==> src/hdl/tcct_defines.svh <==
`ifndef TCCT_DEFINES_SVH
`define TCCT_DEFINES_SVH

// ----------------------------------------------------------------------
// Window placement on the CPU memory bus (word addresses)
// ----------------------------------------------------------------------
`define TCCT_ADDR_W 22
`define TCCT_BASE_WORD 22'h000C00
`define TCCT_WIN_WORDS 64
`define TCCT_WIN_TAG 16'h0030

// ----------------------------------------------------------------------
// Per-timer word offsets inside a stride of eight words
// ----------------------------------------------------------------------
`define TCCT_TMR_STRIDE 8
`define TCCT_OFF_CNT_LO 3'h0
`define TCCT_OFF_CNT_HI 3'h1
`define TCCT_OFF_PRD_LO 3'h2
`define TCCT_OFF_PRD_HI 3'h3
`define TCCT_OFF_PSC 3'h4

// ----------------------------------------------------------------------
// Widths and reset values
// ----------------------------------------------------------------------
`define TCCT_NUM_TMR 3
`define TCCT_CNT_W 32
`define TCCT_PSC_W 16
`define TCCT_CNT_RST 32'hFFFFFFFF
`define TCCT_PRD_RST 32'hFFFFFFFF
`define TCCT_PSC_RST 16'h0000

`endif

==> src/hdl/tcct_pkg.sv <==
`include "tcct_defines.svh"

package tcct_pkg;

   // ----------------------------------------------------------------------
   // Bus carrier and state types
   // ----------------------------------------------------------------------
   typedef logic [`TCCT_CNT_W-1:0] tcct_word_t;
   typedef logic [`TCCT_PSC_W-1:0] tcct_half_t;

   typedef struct packed {
      logic req;
      logic we;
      logic wide;
      logic [`TCCT_ADDR_W-1:0] addr;
      tcct_word_t wdata;
   } tcct_bus_req_s;

   typedef struct packed {
      logic ack;
      tcct_word_t rdata;
      logic [`TCCT_NUM_TMR-1:0][`TCCT_CNT_W-1:0] period;
      logic [`TCCT_NUM_TMR-1:0][`TCCT_PSC_W-1:0] psc;
   } tcct_top_s;

   typedef struct packed {
      tcct_half_t cnt;
   } tcct_psc_s;

   typedef struct packed {
      tcct_word_t count;
      logic irq;
   } tcct_cnt_s;

endpackage

==> src/hdl/tcct_prescaler.sv <==
`timescale 1ns/1ps
`include "tcct_defines.svh"

module tcct_prescaler
   import tcct_pkg::*;
#(
   parameter int PSC_W = `TCCT_PSC_W
) (
   // Clock and reset
   input wire logic i_clk,
   input wire logic i_rstn,
   // Setting
   input wire logic [PSC_W-1:0] i_div,
   input wire logic i_restart,
   // Tick
   output logic o_tick
);

   tcct_psc_s q;
   tcct_psc_s d;
   logic [PSC_W-1:0] reload;

   // Setting of 0 or 1 both give a tick on every clock
   assign reload = (i_div == '0) ? '0 : i_div - 1'b1;
   assign o_tick = (q.cnt == '0);

   always_comb begin
      d = q;
      if (i_restart || q.cnt == '0) begin
         d.cnt = reload;
      end else begin
         d.cnt = q.cnt - 1'b1;
      end
   end

   always_ff @(posedge i_clk or negedge i_rstn) begin
      if (!i_rstn) begin
         q <= '0;
      end else begin
         q <= d;
      end
   end

   // ----------------------------------------------------------------------
   // Checks
   // ----------------------------------------------------------------------
   tick_spacing_a: assert property (
      @(posedge i_clk) disable iff (!i_rstn)
      (o_tick && i_div == 16'h0003 && !i_restart) ##1 (i_div == 16'h0003 && !i_restart) [*2]
      |-> !o_tick ##1 o_tick)
      else $error("prescaler tick not every third clock");

   tick_reload_a: assert property (
      @(posedge i_clk) disable iff (!i_rstn)
      o_tick && !i_restart |=> q.cnt == $past(reload))
      else $error("prescaler did not reload at zero");

endmodule // tcct_prescaler

==> src/hdl/tcct_downcount.sv <==
`timescale 1ns/1ps
`include "tcct_defines.svh"

module tcct_downcount
   import tcct_pkg::*;
(
   // Clock and reset
   input wire logic i_clk,
   input wire logic i_rstn,
   // Controls
   input wire logic i_tick,
   input wire tcct_word_t i_period,
   input wire logic i_wr_lo,
   input wire logic i_wr_hi,
   input wire tcct_word_t i_wdata,
   // State
   output tcct_word_t o_count,
   output logic o_irq
);

   tcct_cnt_s q;
   tcct_cnt_s d;

   assign o_count = q.count;
   assign o_irq = q.irq;

   always_comb begin
      d = q;
      d.irq = 1'b0;
      if (i_wr_lo || i_wr_hi) begin
         // Software write beats a tick in the same cycle
         if (i_wr_lo) begin
            d.count[15:0] = i_wdata[15:0];
         end
         if (i_wr_hi) begin
            d.count[31:16] = i_wdata[31:16];
         end
      end else if (i_tick) begin
         if (q.count == '0) begin
            d.count = i_period;
            d.irq = 1'b1;
         end else begin
            d.count = q.count - 1'b1;
         end
      end
   end

   always_ff @(posedge i_clk or negedge i_rstn) begin
      if (!i_rstn) begin
         q.count <= `TCCT_CNT_RST;
         q.irq <= 1'b0;
      end else begin
         q <= d;
      end
   end

   // ----------------------------------------------------------------------
   // Checks
   // ----------------------------------------------------------------------
   count_decrement_a: assert property (
      @(posedge i_clk) disable iff (!i_rstn)
      i_tick && q.count != '0 && !i_wr_lo && !i_wr_hi |=> q.count == $past(q.count) - 1)
      else $error("counter did not decrement on tick");

   count_reload_a: assert property (
      @(posedge i_clk) disable iff (!i_rstn)
      i_tick && q.count == '0 && !i_wr_lo && !i_wr_hi |=> q.count == $past(i_period) && q.irq)
      else $error("counter did not reload with interrupt at zero");

   irq_cause_a: assert property (
      @(posedge i_clk) disable iff (!i_rstn)
      q.irq |-> $past(i_tick && q.count == '0 && !i_wr_lo && !i_wr_hi))
      else $error("interrupt pulse without a zero reload");

   count_hold_a: assert property (
      @(posedge i_clk) disable iff (!i_rstn)
      !i_tick && !i_wr_lo && !i_wr_hi |=> $stable(q.count) && !q.irq)
      else $error("counter moved without tick or write");

endmodule // tcct_downcount

==> src/hdl/tcct_timers.sv <==
`timescale 1ns/1ps
`include "tcct_defines.svh"

// What this block does
// - Three timers, 32-bit counter and period each
// - Counter decrements once per prescale-setting clocks (every clock for setting 0)
// - Interrupt on the tick that finds the counter at zero
// - Zero reloads counter from period automatically
// - Timer two drives CPU interrupt line fourteen
// - Timer one drives CPU interrupt line thirteen
// - Timer zero goes to interrupt expander
// - 64-word window at 0x0C00, no unlock
// - Sixteen and thirty-two bit accesses accepted
// - Slave sits directly on CPU memory bus

module tcct_timers
   import tcct_pkg::*;
#(
   parameter int NUM_TMR = `TCCT_NUM_TMR,
   parameter int PSC_W = `TCCT_PSC_W
) (
   // Clock and reset
   input wire logic i_clk,
   input wire logic i_rstn,
   // CPU memory bus
   input wire tcct_bus_req_s i_bus,
   output logic o_ack,
   output tcct_word_t o_rdata,
   // Interrupt requests
   output logic o_irq_peripheral_interrupt_expander,
   output logic o_irq_cpu_interrupt_line_thirteen,
   output logic o_irq_cpu_interrupt_line_fourteen
);

   // ----------------------------------------------------------------------
   // Declarations
   // ----------------------------------------------------------------------
   tcct_top_s q;
   tcct_top_s d;
   logic in_win;
   logic [5:0] off;
   logic [2:0] sel_tmr;
   logic [2:0] sel_reg;
   logic lo_en;
   logic hi_en;
   tcct_word_t wdat;
   logic [NUM_TMR-1:0] tmr_hit;
   logic [NUM_TMR-1:0] cnt_wr_lo;
   logic [NUM_TMR-1:0] cnt_wr_hi;
   logic [NUM_TMR-1:0] psc_restart;
   logic [NUM_TMR-1:0] tick;
   logic [NUM_TMR-1:0] irq;
   logic [NUM_TMR-1:0][`TCCT_CNT_W-1:0] count;

   // ----------------------------------------------------------------------
   // Helpers
   // ----------------------------------------------------------------------
   // Replace selected halves of a 32-bit value
   function automatic tcct_word_t merge16(input tcct_word_t old_v, input tcct_word_t new_v,
                                          input logic lo, input logic hi);
      tcct_word_t r;
      r = old_v;
      if (lo) begin
         r[15:0] = new_v[15:0];
      end
      if (hi) begin
         r[31:16] = new_v[31:16];
      end
      return r;
   endfunction

   // One 16-bit word of the window; holes read as zero
   function automatic tcct_half_t read_half(
         input logic [5:0] o,
         input logic [NUM_TMR-1:0][`TCCT_CNT_W-1:0] cnt_v,
         input logic [NUM_TMR-1:0][`TCCT_CNT_W-1:0] prd_v,
         input logic [NUM_TMR-1:0][PSC_W-1:0] psc_v);
      tcct_half_t r;
      r = 16'h0000;
      for (int t = 0; t < NUM_TMR; t++) begin
         if (o[5:3] == 3'(t)) begin
            unique case (o[2:0])
               `TCCT_OFF_CNT_LO: r = cnt_v[t][15:0];
               `TCCT_OFF_CNT_HI: r = cnt_v[t][31:16];
               `TCCT_OFF_PRD_LO: r = prd_v[t][15:0];
               `TCCT_OFF_PRD_HI: r = prd_v[t][31:16];
               `TCCT_OFF_PSC: r = psc_v[t];
               default: r = 16'h0000;
            endcase
         end
      end
      return r;
   endfunction

   // ----------------------------------------------------------------------
   // Address decode
   // ----------------------------------------------------------------------
   // No unlock gating: every register write inside the window lands
   assign in_win = (i_bus.addr[`TCCT_ADDR_W-1:6] == `TCCT_WIN_TAG);
   assign off = i_bus.addr[5:0];
   assign sel_tmr = off[5:3];
   assign sel_reg = off[2:0];

   // A wide access uses the even word; its odd partner takes the top half
   assign lo_en = i_bus.wide | ~off[0];
   assign hi_en = i_bus.wide | off[0];
   assign wdat = i_bus.wide ? i_bus.wdata : {i_bus.wdata[15:0], i_bus.wdata[15:0]};

   always_comb begin
      for (int t = 0; t < NUM_TMR; t++) begin
         tmr_hit[t] = i_bus.req && i_bus.we && in_win && sel_tmr == 3'(t);
         cnt_wr_lo[t] = tmr_hit[t] && sel_reg[2:1] == 2'h0 && lo_en;
         cnt_wr_hi[t] = tmr_hit[t] && sel_reg[2:1] == 2'h0 && hi_en;
         // Bit0 ignored on a wide access, as for the count and period words
         psc_restart[t] = tmr_hit[t] && sel_reg[2:1] == 2'h2 && lo_en;
      end
   end

   // ----------------------------------------------------------------------
   // Register file
   // ----------------------------------------------------------------------
   always_comb begin
      d = q;
      d.ack = i_bus.req && in_win;
      if (i_bus.req && in_win && !i_bus.we) begin
         if (i_bus.wide) begin
            d.rdata = {read_half({off[5:1], 1'b1}, count, q.period, q.psc),
                       read_half({off[5:1], 1'b0}, count, q.period, q.psc)};
         end else begin
            d.rdata = {16'h0000, read_half(off, count, q.period, q.psc)};
         end
      end
      for (int t = 0; t < NUM_TMR; t++) begin
         if (tmr_hit[t] && sel_reg[2:1] == 2'h1) begin
            d.period[t] = merge16(q.period[t], wdat, lo_en, hi_en);
         end
         if (psc_restart[t]) begin
            d.psc[t] = wdat[15:0];
         end
      end
   end

   always_ff @(posedge i_clk or negedge i_rstn) begin
      if (!i_rstn) begin
         q.ack <= 1'b0;
         q.rdata <= '0;
         q.period <= {NUM_TMR{`TCCT_PRD_RST}};
         q.psc <= {NUM_TMR{`TCCT_PSC_RST}};
      end else begin
         q <= d;
      end
   end

   assign o_ack = q.ack;
   assign o_rdata = q.rdata;

   // ----------------------------------------------------------------------
   // Timers
   // ----------------------------------------------------------------------
   for (genvar g = 0; g < NUM_TMR; g++) begin : g_tmr
      tcct_prescaler #(
         .PSC_W(PSC_W)
      ) u_psc (
         .i_clk(i_clk),
         .i_rstn(i_rstn),
         .i_div(q.psc[g]),
         .i_restart(psc_restart[g]),
         .o_tick(tick[g])
      );

      tcct_downcount u_cnt (
         .i_clk(i_clk),
         .i_rstn(i_rstn),
         .i_tick(tick[g]),
         .i_period(q.period[g]),
         .i_wr_lo(cnt_wr_lo[g]),
         .i_wr_hi(cnt_wr_hi[g]),
         .i_wdata(wdat),
         .o_count(count[g]),
         .o_irq(irq[g])
      );
   end

   // ----------------------------------------------------------------------
   // Interrupt routing
   // ----------------------------------------------------------------------
   // Each line is the counter's own pulse flop, no extra latency
   assign o_irq_peripheral_interrupt_expander = irq[0];
   assign o_irq_cpu_interrupt_line_thirteen = irq[1];
   assign o_irq_cpu_interrupt_line_fourteen = irq[2];

   // ----------------------------------------------------------------------
   // Checks
   // ----------------------------------------------------------------------
   bus_ack_a: assert property (
      @(posedge i_clk) disable iff (!i_rstn)
      i_bus.req && in_win |=> o_ack)
      else $error("window access not acknowledged next clock");

   bus_ignore_a: assert property (
      @(posedge i_clk) disable iff (!i_rstn)
      !(i_bus.req && in_win) |=> !o_ack)
      else $error("acknowledge outside the window");

   period_wide_wr_a: assert property (
      @(posedge i_clk) disable iff (!i_rstn)
      i_bus.req && i_bus.we && i_bus.wide && i_bus.addr == `TCCT_BASE_WORD + 22'h000002
      |=> q.period[0] == $past(i_bus.wdata))
      else $error("wide period write lost");

   period_half_wr_a: assert property (
      @(posedge i_clk) disable iff (!i_rstn)
      i_bus.req && i_bus.we && !i_bus.wide && i_bus.addr == `TCCT_BASE_WORD + 22'h00000B
      |=> q.period[1][31:16] == $past(i_bus.wdata[15:0])
          && q.period[1][15:0] == $past(q.period[1][15:0]))
      else $error("upper half period write wrong");

   period_wide_rd_a: assert property (
      @(posedge i_clk) disable iff (!i_rstn)
      i_bus.req && !i_bus.we && i_bus.wide && i_bus.addr == `TCCT_BASE_WORD + 22'h000012
      |=> o_rdata == $past(q.period[2]))
      else $error("wide period read wrong");

   psc_half_rd_a: assert property (
      @(posedge i_clk) disable iff (!i_rstn)
      i_bus.req && !i_bus.we && !i_bus.wide && i_bus.addr == `TCCT_BASE_WORD + 22'h000004
      |=> o_rdata == {16'h0000, $past(q.psc[0])})
      else $error("prescale read wrong");

   pie_route_a: assert property (
      @(posedge i_clk) disable iff (!i_rstn)
      o_irq_peripheral_interrupt_expander |-> count[0] == q.period[0] || $past(i_bus.we))
      else $error("expander pulse without timer zero reload");

   line13_route_a: assert property (
      @(posedge i_clk) disable iff (!i_rstn)
      o_irq_cpu_interrupt_line_thirteen |-> count[1] == q.period[1] || $past(i_bus.we))
      else $error("line thirteen pulse without timer one reload");

   line14_route_a: assert property (
      @(posedge i_clk) disable iff (!i_rstn)
      o_irq_cpu_interrupt_line_fourteen |-> count[2] == q.period[2] || $past(i_bus.we))
      else $error("line fourteen pulse without timer two reload");

   irq_pulse_a: assert property (
      @(posedge i_clk) disable iff (!i_rstn)
      $rose(o_irq_cpu_interrupt_line_fourteen) && q.psc[2] > 16'h0001 && !psc_restart[2]
      |=> !o_irq_cpu_interrupt_line_fourteen)
      else $error("interrupt pulse longer than one clock");

   exp_pulse_a: assert property (
      @(posedge i_clk) disable iff (!i_rstn)
      $rose(o_irq_peripheral_interrupt_expander) && q.psc[0] > 16'h0001 && !psc_restart[0]
      |=> !o_irq_peripheral_interrupt_expander)
      else $error("expander pulse longer than one clock");

   hole_read_a: assert property (
      @(posedge i_clk) disable iff (!i_rstn)
      i_bus.req && in_win && !i_bus.we && !i_bus.wide && off[2:0] > 3'h4
      |=> o_rdata == 32'h00000000)
      else $error("hole in the window did not read zero");

   rdata_hold_a: assert property (
      @(posedge i_clk) disable iff (!i_rstn)
      !(i_bus.req && in_win && !i_bus.we) |=> $stable(o_rdata))
      else $error("read data changed without a read");

   period_lo_wr_a: assert property (
      @(posedge i_clk) disable iff (!i_rstn)
      i_bus.req && i_bus.we && !i_bus.wide && i_bus.addr == `TCCT_BASE_WORD + 22'h00000A
      |=> q.period[1][15:0] == $past(i_bus.wdata[15:0])
          && q.period[1][31:16] == $past(q.period[1][31:16]))
      else $error("lower half period write wrong");

   psc_half_wr_a: assert property (
      @(posedge i_clk) disable iff (!i_rstn)
      i_bus.req && i_bus.we && !i_bus.wide && i_bus.addr == `TCCT_BASE_WORD + 22'h000004
      |=> q.psc[0] == $past(i_bus.wdata[15:0]))
      else $error("prescale write lost");

   psc_wide_odd_a: assert property (
      @(posedge i_clk) disable iff (!i_rstn)
      i_bus.req && i_bus.we && i_bus.wide && i_bus.addr == `TCCT_BASE_WORD + 22'h00000D
      |=> q.psc[1] == $past(i_bus.wdata[15:0]))
      else $error("wide prescale write at odd word lost");

   cnt_half_wr_a: assert property (
      @(posedge i_clk) disable iff (!i_rstn)
      i_bus.req && i_bus.we && !i_bus.wide && i_bus.addr == `TCCT_BASE_WORD + 22'h000008
      |=> count[1][15:0] == $past(i_bus.wdata[15:0]))
      else $error("lower half count write lost");

   cnt_half_rd_a: assert property (
      @(posedge i_clk) disable iff (!i_rstn)
      i_bus.req && !i_bus.we && !i_bus.wide && i_bus.addr == `TCCT_BASE_WORD + 22'h000008
      |=> o_rdata == {16'h0000, $past(count[1][15:0])})
      else $error("lower half count read wrong");

   cnt_wide_rd_a: assert property (
      @(posedge i_clk) disable iff (!i_rstn)
      i_bus.req && !i_bus.we && i_bus.wide && i_bus.addr == `TCCT_BASE_WORD + 22'h000009
      |=> o_rdata == $past(count[1]))
      else $error("wide count read wrong");

   outside_write_a: assert property (
      @(posedge i_clk) disable iff (!i_rstn)
      i_bus.req && i_bus.we && !in_win |=> $stable(q.period) && $stable(q.psc))
      else $error("write outside the window changed a setting");

endmodule // tcct_timers

==> config.mk <==
export PLATFORM = sky130hd
export DESIGN_NAME = tcct_timers
export DESIGN_NICKNAME = d
export VERILOG_FILES = /design/src/hdl/tcct_pkg.sv /design/src/hdl/tcct_prescaler.sv /design/src/hdl/tcct_downcount.sv /design/src/hdl/tcct_timers.sv
export VERILOG_INCLUDE_DIRS = /design/src /design/src/hdl
export SDC_FILE = /design/constraint.sdc
export NUM_CORES = 1
export LEC_CHECK = 0
export BUFFER_PORTS_ARGS = -buffer_cell sky130_fd_sc_hd__buf_2
export CORE_ASPECT_RATIO = 0.5
export CORE_MARGIN = 2
export CORE_UTILIZATION = 51
export CTS_BUF_LIST = sky130_fd_sc_hd__clkbuf_8
export CTS_CLUSTER_DIAMETER = 80
export DETAILED_ROUTE_END_ITERATION = 8
export PLACE_DENSITY = 0.71
export RECOVER_POWER = 25
export SLEW_MARGIN = 5
export SYNTH_ARGS = -nofsm -noshare
export SYNTH_HDL_FRONTEND = slang
export SYNTH_HIERARCHICAL = 1
export SYNTH_SLANG_ARGS = --single-unit
==> constraint.sdc <==
create_clock -name i_clk -period 5.6 [get_ports i_clk]
set_clock_uncertainty 0.2 [all_clocks]
set_input_delay 0.56 -clock i_clk [delete_from_list [all_inputs] [get_ports i_clk]]
set_output_delay 0.56 -clock i_clk [all_outputs]
set_load 0.02 [all_outputs]
==> out/summary.md, run 1 <==
- 67.4% — period utilization
- input pin to flip-flop — worst min-delay path category
- 4.64 mW — post-layout power
- finished, violations left — result of the run
- 2,755 — post-route non-filler standard cell count
- 324 — Clock Sink Count
- 23.3 um — average routed wire per standard cell
- 5.94 ns — Worst Path Required
- 52 — number of placement rows
- 98,100 um — first-pass GRT wire length
- 100% — fraction of registers with async set or reset after synthesis
- -86.9% — worst-case headroom to the max-slew limit
- 16,500 — number of global-route vias before repair
- 16 — Max Fanout on Critical Path
- 0 — number of failing hold endpoints at the final stage
- 148 um — Vert. Die Dim
- 55.8% — final core area utilization
- 0.159 ns — post-route worst hold slack
- 7.08% — relative area change from synthesis to final layout
- 94 — number of buffers added on ports
- 50 — total CTS buffers
- o_ack — Worst Hold End
- 17,600 — vias post-DR
- 44,800 um — estimated wirelength of the detail-placed design
- 8 — iteration count of the initial detailed-routing pass
- i_bus[40] — HP Start
- g_tmr[2].u_cnt/o_count[15] — capturing point of the worst reg2reg path
- met2 — GR peak layer
- 5 — number of antenna violations at the first check in global routing
- 40,700 um2 — core area
- 21,700 um2 — placed standard-cell area
- flip-flop to flip-flop — CP Class
- 41.9% — met2 usage in global routing
- 23.8% — area fraction of the dominant cell type after synthesis
- 0.06 ns — clock transition at the register clock pins on the worst setup and hold paths after CTS
- 39.3% — sequential-to-total area share from yosys stat
- 1.83 ns — reg-to-reg setup timing slack
- 265 MHz — achievable clock frequency
- 0 — post-CTS setup-driven buffer insertion count
- 0.884% — adder-cell share of the synthesized area
- 3,513 — count of filler cells inserted in the layout
- 29.2% — global-route total usage across every layer
- no — setup repair after global routing missed its margin
- 2,163 — gate count of the mapped netlist
- flip-flop — startpoint class of the critical path
- sky130_fd_sc_hd__mux2_2 (218), sky130_fd_sc_hd__dfstp_2 (192), sky130_fd_sc_hd__nand2_1 (173) — top cells by instance count after synthesis
- sky130_fd_sc_hd__dfstp_2 — flip-flop cell with the highest count after synthesis
- 2,185 — 1st-iter DRT viols
- 3 — maximum buffer depth of the clock tree
- 41.6% — met1 demand-to-capacity share in global routing
- 4.95% — xor/xnor share of the synthesized area
- 3 — hold path cells
- 9.36 nW — Leak Pwr
- sky130_fd_sc_hd__mux2_2 — most common cell in the synthesized netlist
- 122 — maximum number of pins on one net before global-route repair
- 30.0% — fraction of layout instances using a drive strength above 1
- 2,237 — net count after synthesis
- 52.1% — starting utilization of the core area
- 0 — remaining design rule violation count
- 3.77 ns — shortest period the worst path allows
- 2,661 — number of placed cells counting well taps
- 4.11 ns — WP data arrival
- 20.0% — Post-Synth Simple-Gate Area
- 6 — synth warn
- 21,200 um2 — Cell Area, Synth
- 95 — Top Ports
- 7.99% — met3 capacity usage during global routing
- 2 — htree depth
- 2.80 ns — Worst Tran Pin Value
- 106 — max-slew violation total from the final report
- 1.83 ns — setup slack of the critical path after layout
- g_tmr[2].u_psc/q[8] — startpoint of the worst register-to-register path
- 324 — flops & latches, synth
- 15.1% — multiplexer share of the synthesized area
- 2,249 — Layout Nets
- 292 um — overall die width
- sky130_fd_sc_hd__dfstp_2 (24%), sky130_fd_sc_hd__dfrtp_1 (16%), sky130_fd_sc_hd__mux2_2 (12%) — top cells by area, synth
- done — CTS tree
- 0.61 ns — clock latency at the later pin of the worst-skew pair
- 64,100 um — final wirelength
- 0 — total grt overflow
- 82 — count of distinct cell types in the synthesized netlist
- 204 nW/um2 — power density relative to cell area
- 0 ns — Total Negative Setup Slacks
- sky130_fd_sc_hd__dfstp_2 — cell type with the highest aggregate area in the netlist
- 1 — max-cap violation count
- 0 — number of antenna-violating nets in the routed design
- 43,400 um2 — die area
- 0.147 mV — Max VDD drop
- simple AND/OR/NAND/NOR gates — main combinational cell family by area after synthesis
- 22,700 um2 — area of all placed cells without fillers
- 6.40 — Vias per Instance
- sky130_fd_sc_hd__clkbuf_8 — buffer type at the clock tree root
- 1.67 ns — Setup Slack @ Placement
- 0 — count of final setup violators
- 14.7% — complex-gate fraction of the synthesized area
- 9.81 um2 — syn_area_per_cell
- 0 — Post-synth EDFFs
- 0.944 — placer congestion estimate
- max-capacitance violations, max-slew violations — violations in the final reports
- flip-flop — CP endpoint kind
- 7 — length in cells of the worst reg-to-reg path
==> layout by cell type (no fill, tap or decap), drive strengths merged, types with 8 or more instances in the layout <==
cell	instances
a211oi	12
a21oi	117
a222oi	15
a22o	15
a22oi	14
a31o	16
a31oi	24
and2	10
buf	83
clkbuf	99
clkinv	8
dfrtp	132
dfstp	192
ha	15
inv	68
mux2	219
mux2i	73
nand2	173
nand2b	17
nand3	73
nand3b	53
nand4	30
nor2	139
nor2b	14
nor3	51
nor3b	14
nor4	52
nor4b	12
o21ai	154
o221ai	16
o22ai	18
o31a	9
o31ai	22
or3	28
or4	24
xnor2	72
xor2	48
==> timing repair <==
| item | 4_1_cts | 5_1_grt |
|---|---|---|
| hold buffers | 1 | 0 |
| endpoints found under the hold margin | 16 | 0 |
| gates resized for setup | 0 | 0 |
==> where the power goes <==
part	internal [mW]	switching (mW)	leakage [nW]
clock network	1.08	0.973	0.599
logic	0.0559	0.182	5.09
registers	2.35	0.000693	3.67
total	3.48	1.16	9.36
==> flip-flops by register name (all words and copies together) (netlist names) <==
signal / flops
o_ack: 1
g_tmr.u_psc/q: 48
g_tmr.u_cnt/o_irq: 3
g_tmr.u_cnt/o_count: 96
q: 144
o_rdata: 32
==> layer usage <==
metal | vias up | part of all wire, %
met5 | - | 0.18
met2 | 809 | 42
met1 | 8575 | 44
met3 | 182 | 9.9
met4 | 18 | 4.1
li1 | 8037 | -
==> cell families after synthesis <==
group                      Yosys count
and+or+nand+nor                    722
AOI/OAI and AO/OA                  479
DFF                                324
muxes                              292
buffers and inverters              211
xor gates and xnor gates           120
adders and majority gates           15
==> worst max-delay path, cell delays in order, from the launching register on <==
cell and delay, ns:
sky130_fd_sc_hd__dfrtp_1 0.39, sky130_fd_sc_hd__or4_1 0.58, sky130_fd_sc_hd__or3_4 0.40, sky130_fd_sc_hd__nor4_2 0.33
sky130_fd_sc_hd__buf_4 0.24, sky130_fd_sc_hd__or3b_2 0.64, sky130_fd_sc_hd__nor2_2 0.66, sky130_fd_sc_hd__a221o_1 0.26
==> final cells by class <==
class | count | area, um2 | area share [%]
clock buffer | 61 | 840 | 3.69
clock inverter | 30 | 179 | 0.787
tap | 540 | 676 | 2.97
multi-input combinational | 1628 | 11800 | 52.1
sequential | 324 | 8350 | 36.7
inverter | 49 | 184 | 0.809
antenna | 1 | 2.50 | 0.0110
timing repair buffer | 122 | 667 | 2.93
==> worst max path at each step <==
stage / start / end / cells after the start
after floorplan: g_tmr[1].u_psc/q[8] / g_tmr[1].u_cnt/o_count[11] / 9
after global placement: i_bus[46] / g_tmr[1].u_cnt/o_count[15] / 12
after detailed placement: i_bus[46] / g_tmr[1].u_cnt/o_count[15] / 12
after CTS: g_tmr[2].u_psc/q[8] / g_tmr[2].u_cnt/o_count[15] / 7
after global routing: i_rstn / o_rdata[26] / 3
final: g_tmr[2].u_psc/q[8] / g_tmr[2].u_cnt/o_count[15] / 7
Note: power is estimated with default switching activity, not from simulation.
==> run 2: changes to the inputs <==
Settings changed: PLACE_DENSITY 0.71 to 0.74.
Clock period 5.6 ns to 3.1 ns, I/O delays scaled along.
==> out/summary.md, run 2 (synthesis gave the netlist of run 1 again) <==
- finished, violations left — result of the run
- max-capacitance violations, max-slew violations, negative setup slack — violations in the final reports
- 0.0349 ns — post-route worst hold slack, -0.124 ns
- -0.000550 ns — Total Negative Setup Slacks, -0.000550 ns
- input pin to flip-flop — worst min-delay path category
- 37.2% — fraction of layout instances using a drive strength above 1, +7.2 points
- 0.233 mV — Max VDD drop, +58%
- 8 — iteration count of the initial detailed-routing pass, unchanged
- 2 — htree depth, unchanged
- 3.43 ns — WP data arrival, -0.68 ns
- 0.984 — placer congestion estimate, +4.1%
- flip-flop to flip-flop — CP Class
- 3.10 ns — shortest period the worst path allows, -0.674 ns
- 3 — number of antenna violations at the first check in global routing, -2
- 30.3% — global-route total usage across every layer, +1.1 points
- 0.57 ns — Max stage delay on crit path, -0.09 ns
- 43.7% — part of the power in the clock network, -0.5 points
- 100% — period utilization, +33 points
- or4_4, or3_4, nor4_4, buf_6, nor3b_4, nand3_2, or4_4, o221ai_2, a21oi_2 — ordered list of cells on the worst path
- 102,000 um — first-pass GRT wire length, +4.2%
- 3 — maximum buffer depth of the clock tree, unchanged
- sky130_fd_sc_hd__mux2_2 — leading cell type in the layout, fill and taps excluded
- 0.07 ns — clock transition at the register clock pins on the worst setup and hold paths after CTS, about the same
- 66,900 um — final wirelength, +4.3%
- 0.63 ns — clock latency at the later pin of the worst-skew pair, +0.02 ns
- 50.7% — register share of total power, about the same
- 17,500 — number of global-route vias before repair, +6.4%
- 15.4% — relative area change from synthesis to final layout
- 52 — number of placement rows, unchanged
- 324 — Clock Sink Count, unchanged
- 0 — number of antenna-violating nets in the routed design, unchanged
- 6 — Max Fanout on Critical Path, -10
- 51 — total CTS buffers, +2.0%
- sky130_fd_sc_hd__clkbuf_8 — buffer type at the clock tree root
- 5.6% — Gate power share, +0.5 points
- 22.8 um — average routed wire per standard cell, -1.8%
- 78 — maximum number of pins on one net before global-route repair, -36%
- 6.36 — Vias per Instance, -0.51%
- sky130_fd_sc_hd__or4_4 — Critical Path Slowest Stage Cell
- 95 — Top Ports, unchanged
- sky130_fd_sc_hd__mux2_2 (218), sky130_fd_sc_hd__dfstp_2 (192), sky130_fd_sc_hd__nand2_1 (173) — commonest non-fill, non-tap cells in the layout
- 3.43 ns — Worst Path Required, -2.51 ns
- 25.0% — switching power share of the total, +0.10 points
- 1 — max-cap violation count, unchanged
- 1.74 ns — Worst Tran Pin Value, -1.06 ns
- sky130_fd_sc_hd__or4_4 — cell repeated most along the worst path
- 2,421 — Layout Nets, +7.6%
- flip-flop — startpoint class of the critical path
- 2,211 — 1st-iter DRT viols, +1.2%
- -0.0649 ns — Setup Slack @ Placement, -1.74 ns
- 0 — total grt overflow, unchanged
- 40,700 um2 — core area, unchanged
- flip-flop — CP endpoint kind
- 148 um — Vert. Die Dim, unchanged
- 2,928 — post-route non-filler standard cell count, +6.3%
- 292 um — overall die width, unchanged
- 10.4 nW — Leak Pwr, +11%
- simple AND/OR/NAND/NOR gates — largest delay contributor family on the critical path
- 94 — number of buffers added on ports, unchanged
- 323 MHz — achievable clock frequency, +22%
- done — CTS tree
- 144 — max FFs per register, unchanged
- 2.10 mW — switching pwr, +81%
- q — register with the highest flop count
- 47,400 um — estimated wirelength of the detail-placed design, +5.9%
- -16.1% — worst-case headroom to the max-slew limit, +71 points
- 8.37 mW — post-layout power, +81%
- 1 — count of final setup violators, +1
- 1 — worst path buffer plus inverter count, unchanged
- 64 — max-slew violation total from the final report, -40%
- yes — setup repair after global routing missed its margin
- 342 nW/um2 — power density relative to cell area, +68%
- 0 — number of failing hold endpoints at the final stage, unchanged
- 52.1% — starting utilization of the core area, unchanged
- 2,802 — number of placed cells counting well taps, +5.3%
- -0.000550 ns — setup slack of the critical path after layout, -1.83 ns
- 43,400 um2 — die area, unchanged
- 18,600 — vias post-DR, +5.7%
- 0 — remaining design rule violation count, unchanged
- 6.28 mW — internal power, +80%
[run 2: metrics by stage]
stage	util, %	instance area, um2
after floorplan	-	21300
after global placement	56.4	23000
after detailed placement	56.4	23000
after CTS	59.6	24300
after global routing	60.1	24500
final	60.2	24500
[run 2: what timing repair did]
action,CTS,global route
endpoints found under the setup margin,29,61
hold buffers,23,0
pin swaps,7,15
gates cloned,1,1
hold endpoints to repair,234,0
gates resized for setup,12,49
buffers inserted,3,5
[run 2: per-layer routing]
metal  routed length, um  vias up  GRT usage, %
met4                2770        4          12.2
met3                6410      198          6.75
li1                    -     8406             -
met5                  23        -             0
met1               29000     9148          43.3
met2               28700      876          44.5
[run 2: worst paths after layout]
| path | startpoint | slack (ns) | end | cells after the start |
|---|---|---|---|---|
| max | g_tmr[1].u_psc/q[8] | -0.0006 | g_tmr[1].u_cnt/o_count[10] | 9 |
| min | i_bus[22] | 0.03 | q[134] | 3 |
| max reg2reg | g_tmr[1].u_psc/q[8] | -0.0006 | g_tmr[1].u_cnt/o_count[10] | 9 |
| min reg2reg | o_rdata[30] | 0.26 | o_rdata[30] | 2 |
| max in group asynchronous | i_rstn | 0.39 | o_rdata[24] | 3 |
| min in group asynchronous | i_rstn | 0.51 | g_tmr[0].u_cnt/o_irq | 2 |
[run 2: power groups by stage]
| stage | Combinational (mW) | Sequential [mW] | Clock, mW |
|---|---|---|---|
| 6_report | 0.469 | 4.24 | 3.66 |
| 5_1_grt | 0.489 | 4.24 | 3.90 |
| 4_1_cts | 0.465 | 4.24 | 3.73 |
| 3_5_place_dp | 0.442 | 4.31 | 0 |
| 3_3_place_gp | 0.439 | 4.31 | 0 |
| 2_1_floorplan | 0.161 | 4.31 | 0 |
[run 2: worst reg2reg max path, cell delays in order (launching register included)]
cell and delay [ns]:
sky130_fd_sc_hd__dfrtp_1 0.38, sky130_fd_sc_hd__or4_4 0.54, sky130_fd_sc_hd__or3_4 0.36, sky130_fd_sc_hd__nor4_4 0.17
sky130_fd_sc_hd__buf_6 0.18, sky130_fd_sc_hd__nor3b_4 0.25, sky130_fd_sc_hd__nand3_2 0.13, sky130_fd_sc_hd__or4_4 0.57
sky130_fd_sc_hd__o221ai_2 0.21, sky130_fd_sc_hd__a21oi_2 0.05
[run 2: layout make-up]
class / instances / area [um2]
fillers: 3352 / 16200
multi-input cells: 1630 / 12100
flip-flops and latches: 324 / 8350
repair buffers: 291 / 2170
clock buffers: 63 / 867
well taps: 540 / 676
inverters: 49 / 184
clock inverters: 28 / 139
diodes: 3 / 7.51
